--- src/design/cpm_pkg.sv ---
// constants and types for the control pin and mode logic
package cpm_pkg;
  localparam int NUM_CH = 8;
  localparam int NUM_IN = 2;
  localparam int NUM_PWM = 2;
  // default input maps: input 0 to channel 2, input 1 to channel 3
  localparam logic [7:0] INPUT0_MAP_RESET = 8'h04;
  localparam logic [7:0] INPUT1_MAP_RESET = 8'h08;
  localparam logic [7:0] OUT_REG_RESET = 8'h00;
  localparam logic [7:0] PWM_MAP_RESET = 8'h00;
  localparam logic ACT_RESET = 1'b0;
  // printed hold times are system constants; given in ns for the clock conversion
  localparam int CLK_PERIOD_NS = 100;
  localparam int SLEEP_ENTRY_HOLD_TIME_NS = 1000;
  localparam int SLEEP_EXIT_HOLD_TIME_NS = 1000;
  localparam int SLEEP_ENTRY_HOLD_CYCLES =
    (SLEEP_ENTRY_HOLD_TIME_NS + CLK_PERIOD_NS - 1) / CLK_PERIOD_NS;
  localparam int SLEEP_EXIT_HOLD_CYCLES =
    (SLEEP_EXIT_HOLD_TIME_NS + CLK_PERIOD_NS - 1) / CLK_PERIOD_NS;
  localparam int HOLD_CNT_W = 8;
  typedef enum logic [1:0] {
    MODE_SLEEP,
    MODE_IDLE,
    MODE_ACTIVE,
    MODE_LIMP
  } cpm_mode_t;
endpackage

--- src/design/cpm_pin_sync.sv ---
// three-stage pin synchroniser with agreement filter
`timescale 1ns/100ps
module cpm_pin_sync #(
  parameter logic RESET_LEVEL = 1'b0
) (
  input wire logic core_clk,
  input wire logic sys_rst,
  input wire logic pinIn,
  output logic pinLevel
);
  logic stage1;
  logic stage2;
  logic stage3;

  // first stage feeds only the second to keep metastability contained
  always_ff @(posedge core_clk) begin
    if (sys_rst) begin
      stage1 <= RESET_LEVEL;
      stage2 <= RESET_LEVEL;
      stage3 <= RESET_LEVEL;
    end else begin
      stage1 <= pinIn;
      stage2 <= stage1;
      stage3 <= stage2;
    end
  end

  // a change counts only once the second and third stages agree
  always_ff @(posedge core_clk) begin
    if (sys_rst) begin
      pinLevel <= RESET_LEVEL;
    end else if (stage2 == stage3) begin
      pinLevel <= stage3;
    end
  end
endmodule // cpm_pin_sync

--- src/design/cpm_control_pins.sv ---
// direct control pins, channel drive combination and operation modes
`timescale 1ns/100ps
module cpm_control_pins (
  input wire logic core_clk,
  input wire logic sys_rst,
  input wire logic directInput0Pin,
  input wire logic directInput1Pin,
  input wire logic lowPowerPin,
  input wire logic analogSupplyUv,
  input wire logic digitalSupplyUv,
  input wire logic regWrite,
  input wire logic [7:0] outRegWrData,
  input wire logic [7:0] input0ChannelMapWrData,
  input wire logic [7:0] input1ChannelMapWrData,
  input wire logic [7:0] pwm0MapWrData,
  input wire logic [7:0] pwm1MapWrData,
  input wire logic activeBitWrData,
  input wire logic [1:0] pwmGenActive,
  input wire logic [1:0] pwmGenOut,
  input wire logic serialSelectN,
  input wire logic serialDataOut,
  output logic [7:0] channelOn,
  output logic [7:0] input0ChannelMap,
  output logic [7:0] input1ChannelMap,
  output logic [7:0] outReg,
  output logic [7:0] pwm0Map,
  output logic [7:0] pwm1Map,
  output logic activeBit,
  output logic [1:0] inputLevelMonitor,
  output logic [1:0] opMode,
  output logic uvDetectEnable,
  output logic serialAccessEnable,
  output logic serialDataOutPin,
  output logic serialDataOutEnN
);
  logic inLevel0;
  logic inLevel1;
  logic lowPowerLevel;
  logic [1:0] inLevel;
  logic [7:0] pwmMapped;
  logic [7:0] inMapped;
  logic [7:0] limpChannels;
  logic regsHeldDefault;
  logic serialBlocked;
  logic anyInputHigh;
  logic channelsBlocked;
  cpm_pkg::cpm_mode_t next_mode;
  logic [7:0] next_channelOn;

  cpm_pin_sync #(.RESET_LEVEL(1'b0)) syncIn0 (
    .core_clk(core_clk),
    .sys_rst(sys_rst),
    .pinIn(directInput0Pin),
    .pinLevel(inLevel0)
  );
  cpm_pin_sync #(.RESET_LEVEL(1'b0)) syncIn1 (
    .core_clk(core_clk),
    .sys_rst(sys_rst),
    .pinIn(directInput1Pin),
    .pinLevel(inLevel1)
  );
  // low-power pin idles high so reset does not look like a sleep request
  cpm_pin_sync #(.RESET_LEVEL(1'b1)) syncLowPower (
    .core_clk(core_clk),
    .sys_rst(sys_rst),
    .pinIn(lowPowerPin),
    .pinLevel(lowPowerLevel)
  );

  assign inLevel = {inLevel1, inLevel0};
  assign anyInputHigh = inLevel0 | inLevel1;
  // low-power low forces registers to defaults
  // digital undervoltage (alone or with analog) resets registers
  assign regsHeldDefault = ~lowPowerLevel | digitalSupplyUv;
  // no serial traffic under digital undervoltage
  assign serialBlocked = (~lowPowerLevel & ~anyInputHigh) | digitalSupplyUv;
  // analog undervoltage blocks every power stage
  assign channelsBlocked = analogSupplyUv;

  always_ff @(posedge core_clk) begin
    if (sys_rst || regsHeldDefault) begin
      input0ChannelMap <= cpm_pkg::INPUT0_MAP_RESET;
      input1ChannelMap <= cpm_pkg::INPUT1_MAP_RESET;
    end else if (regWrite && !serialBlocked) begin
      input0ChannelMap <= input0ChannelMapWrData;
      input1ChannelMap <= input1ChannelMapWrData;
    end
  end

  always_ff @(posedge core_clk) begin
    if (sys_rst || regsHeldDefault) begin
      outReg <= cpm_pkg::OUT_REG_RESET;
      pwm0Map <= cpm_pkg::PWM_MAP_RESET;
      pwm1Map <= cpm_pkg::PWM_MAP_RESET;
      activeBit <= cpm_pkg::ACT_RESET;
    end else if (regWrite && !serialBlocked) begin
      outReg <= outRegWrData;
      pwm0Map <= pwm0MapWrData;
      pwm1Map <= pwm1MapWrData;
      activeBit <= activeBitWrData;
    end
  end

  genvar ch;
  generate
    for (ch = 0; ch < cpm_pkg::NUM_CH; ch++) begin : gChan
      assign pwmMapped[ch] = (pwm0Map[ch] & pwmGenOut[0]) | (pwm1Map[ch] & pwmGenOut[1]);
      assign inMapped[ch] = (input0ChannelMap[ch] & inLevel0) |
                            (input1ChannelMap[ch] & inLevel1);
      // limp-home uses the default maps only
      assign limpChannels[ch] = (cpm_pkg::INPUT0_MAP_RESET[ch] & inLevel0) |
                                (cpm_pkg::INPUT1_MAP_RESET[ch] & inLevel1);
    end
  endgenerate

  // mode decision from pins and control bits
  always_comb begin
    next_mode = cpm_pkg::MODE_IDLE;
    if (!lowPowerLevel) begin
      next_mode = anyInputHigh ? cpm_pkg::MODE_LIMP : cpm_pkg::MODE_SLEEP;
    end else if (activeBit || (outReg != 8'h00) || (pwmGenActive != 2'h0) ||
                 anyInputHigh) begin
      next_mode = cpm_pkg::MODE_ACTIVE;
    end
  end

  always_comb begin
    next_channelOn = 8'h00;
    unique case (next_mode)
      cpm_pkg::MODE_SLEEP: next_channelOn = 8'h00;
      cpm_pkg::MODE_IDLE: next_channelOn = 8'h00;
      cpm_pkg::MODE_ACTIVE: next_channelOn = outReg | pwmMapped | inMapped;
      cpm_pkg::MODE_LIMP: next_channelOn = limpChannels;
    endcase
    // channels return by themselves once the analog supply recovers
    if (channelsBlocked) begin
      next_channelOn = 8'h00;
    end
  end

  always_ff @(posedge core_clk) begin
    if (sys_rst) begin
      channelOn <= 8'h00;
    end else begin
      channelOn <= next_channelOn;
    end
  end

  // monitor runs in every mode, limp-home included
  always_ff @(posedge core_clk) begin
    if (sys_rst) begin
      inputLevelMonitor <= 2'h0;
    end else begin
      inputLevelMonitor <= inLevel;
    end
  end

  always_ff @(posedge core_clk) begin
    if (sys_rst) begin
      opMode <= 2'h1;
      uvDetectEnable <= 1'b1;
      serialAccessEnable <= 1'b0;
    end else begin
      opMode <= next_mode;
      // detectors off in sleep to save current
      uvDetectEnable <= (next_mode != cpm_pkg::MODE_SLEEP);
      serialAccessEnable <= ~serialBlocked;
    end
  end

  // data output released unless selected and allowed
  always_ff @(posedge core_clk) begin
    if (sys_rst) begin
      serialDataOutPin <= 1'b0;
      serialDataOutEnN <= 1'b1;
    end else begin
      serialDataOutPin <= serialDataOut;
      serialDataOutEnN <= serialSelectN | serialBlocked;
    end
  end
endmodule // cpm_control_pins

--- config.mk ---
export PLATFORM = sky130hd
export DESIGN_NAME = cpm_control_pins
export DESIGN_NICKNAME = d
export VERILOG_FILES = /design/src/design/cpm_pkg.sv /design/src/design/cpm_pin_sync.sv /design/src/design/cpm_control_pins.sv
export SDC_FILE = /design/constraint.sdc
export NUM_CORES = 1
export LEC_CHECK = 0
export BUFFER_PORTS_ARGS = -buffer_cell sky130_fd_sc_hd__buf_2
export CORE_ASPECT_RATIO = 0.7
export CORE_MARGIN = 3
export CORE_UTILIZATION = 50
export CTS_CLUSTER_SIZE = 10
export DETAILED_ROUTE_END_ITERATION = 12
export GPL_ROUTABILITY_DRIVEN = 0
export MAX_ROUTING_LAYER = met4
export PLACE_DENSITY = 0.91
export SETUP_SLACK_MARGIN = 0.2
export SLEW_MARGIN = 15
export SYNTH_ARGS = -nofsm -noshare
export SYNTH_HDL_FRONTEND = slang
export SYNTH_SLANG_ARGS = --single-unit
--- constraint.sdc ---
create_clock -name core_clk -period 2.5 [get_ports core_clk]
set_clock_uncertainty 0.1 [all_clocks]
set_input_delay 0.25 -clock core_clk [delete_from_list [all_inputs] [get_ports core_clk]]
set_output_delay 0.25 -clock core_clk [all_outputs]
set_load 0.005 [all_outputs]
==> results.ini <==
[timing]
rsz0062_at_grt=no
timing.final.crit_share_pct=71.2
fmax_ghz=0.561
finalWorstSetupSlack_ns=0.719
tightestPinTransition_ns=0.585
setup-violations-final=0
relSlewSlack_pct=60.7
min_period_ns=1.78
drv_slew=0
fin_tns_setup_ns=0
hold_slack_ns=0.0267
hold_violations=0

[yosys]
syn_inst=288
synth_area_um2=2600
synth_edf_count=0
synth-main-ff-cell=dfxtp_1
ys_seq_elements=69
post-synth-top-count-cell=nor3_1
synthTopCellsByCount=81 x nor3_1, 69 x dfxtp_1, 42 x nor2_1, 14 x clkbuf_1, 11 x a21oi_1
async_flop_share_pct=0
ys_seq_area_share_pct=53.2
yosysTopAreaCellShare_pct=53.2
ys_types=29
synth_top_area_cell=dfxtp_1
yosysWarningCount=0
yosys-top-cells-area=dfxtp_1 53%, nor3_1 16%, nor2_1 6.1%
avgSynthCellArea_um2=9.02
synth.net_count=343

[detailed_routing]
drcViolationCount=0
drt_iter0_markers=220
vias=2516
drt-total-wl_um=7340
ant_nets=0
firstDrtPassIters=6
wl_per_cell_um=15.8
drt-vias-per-instance=5.41

[die]
die_w_um=92.1
start_util_pct=53.1
die_area_um2=6110
core.rowCount=21
die_h_um=66.3
core-area_um2=4890
io_pins=112

[job]
drv_cap=0

[layout]
multi_input_area_um2=1050
nNetsFinal=446
postLayoutCellArea_um2=3410
antennaDiodeCount=0
nFillCells=391
area_growth_pct=31.4
drive_above_1_share_pct=35.6
final_core_util_pct=69.8
regArea_um2=1380
fin_cells=465

[global_routing]
grt_first_pass_wirelength_um=11800
globalRouteOverflowTotal=0
grt_pass1_vias=2315
antenna_found_initial=0
grt_max_degree=43
grt_usage_pct=26.2

[worst_setup_path]
crit_fanout=39
worst_ep_required_time_ns=2.64
cp-end-kind=flip-flop
critPathKind=flip-flop to flip-flop
start_kind=flip-flop
cp.arrival_ns=1.93

[pwr]
power.internal_mw=2.01
peakVddDrop_mv=0.388
combPwrFrac_pct=9.7
power_mw=2.57
p_sw_mw=0.560
seqPwrFrac_pct=46.1
p_clk_share_pct=44.2
p_per_area_nw_per_um2=753
p_leak_nw=1.53
swShare_pct=21.8

[placed_design]
hpwlAfterDp_um=5090
postPlaceCellArea_um2=3110
dp_slack_ns=0.760
io_buffers=111
dpl.cell_count=445

[clock_tree]
cts_tree=yes
clockBufferDepth=2
cts_inserted_buffers=9
cts_resized=0
ctsHtreeMaxLevel=3
cts_root_buffer=clkbuf_8
clk_pin_slew_ns=0.07
clock_latency_ns=0.34
clock-sinks=69

[status]
status=completed

[min_path]
worstHoldPathType=input pin to flip-flop

[power by group through the flow]
stage	combinational, mW	clock, mW	sequential, mW
floorplan	0.137	0	1.20
global placement	0.235	0	1.21
detailed placement	0.242	0	1.21
CTS	0.249	1.15	1.18
global route	0.277	1.22	1.19
finish	0.249	1.14	1.18
[area by class of cell]
type | count | area share, %
tap | 69 | 2.53
timing repair buffer | 119 | 18.3
clock buffer | 13 | 4.95
sequential | 69 | 40.5
inverter | 1 | 0.183
multi-input combinational | 191 | 30.9
clock inverter | 3 | 2.64
[sequential cells by signal (all words and copies together) (netlist names), 2 cells and up]
name / count
inputLevelMonitor: 2
input1ChannelMap: 8
opMode: 2
channelOn: 8
pwm0Map: 8
outReg: 8
input0ChannelMap: 8
pwm1Map: 8
[layer usage]
metal	vias to the layer above	track usage (%)	part of all wire (%)	routed length, µm
li1	1218	-	-	-
met1	1130	34.7	43	3180
met2	157	37.2	44	3220
met3	11	10.1	12	846
met4	0	7.41	1.3	96
met5	-	-	0	0
[layout by cell type, fill, tap and decap left out, types with 5 or more instances in the layout]
master | netlist | final
nor3_2 | 5 | 5
buf_2 | 6 | 111
nor2_1 | 42 | 42
a21oi_1 | 11 | 11
nor3_1 | 81 | 81
a222oi_1 | 6 | 6
and2_0 | 6 | 6
dfxtp_1 | 69 | 69
nor2b_1 | 9 | 9
clkbuf_8 | 0 | 12
[path summary, 6_finish.rpt]
path	startpoint	slack [ns]	cells past startpoint	end
worst min register to register	syncLowPower.stage1	0.31	1	syncLowPower.stage2
worst min-delay path	serialDataOut	0.03	2	serialDataOutPin
worst max register to register	syncIn1.pinLevel	0.72	4	input0ChannelMap[0]
worst max-delay path	syncIn1.pinLevel	0.72	4	input0ChannelMap[0]
[critical path, cell delays in order, from the launching register on]
cell	delay, ns
dfxtp_1	0.69
o31a_1	0.23
buf_4	0.36
nor2_1	0.07
nor3_1	0.22
[timing repair]
item / in CTS / in global routing
endpoints found under the hold margin: 4 / 1
setup buffers: 0 / 0
hold buffers: 3 / 1
[logic make-up (layout without fill, tap and decap cells)]
kind of cell | count (synthesis) | after routing | share of synthesized area (%)
AO/OA/AOI/OAI | 34 | 34 | 9.83
buffers and inverters | 28 | 136 | 6.21
AND/OR/NAND/NOR | 157 | 157 | 30.8
flip-flops | 69 | 69 | 53.2
Power figures use the tool's default switching activity.
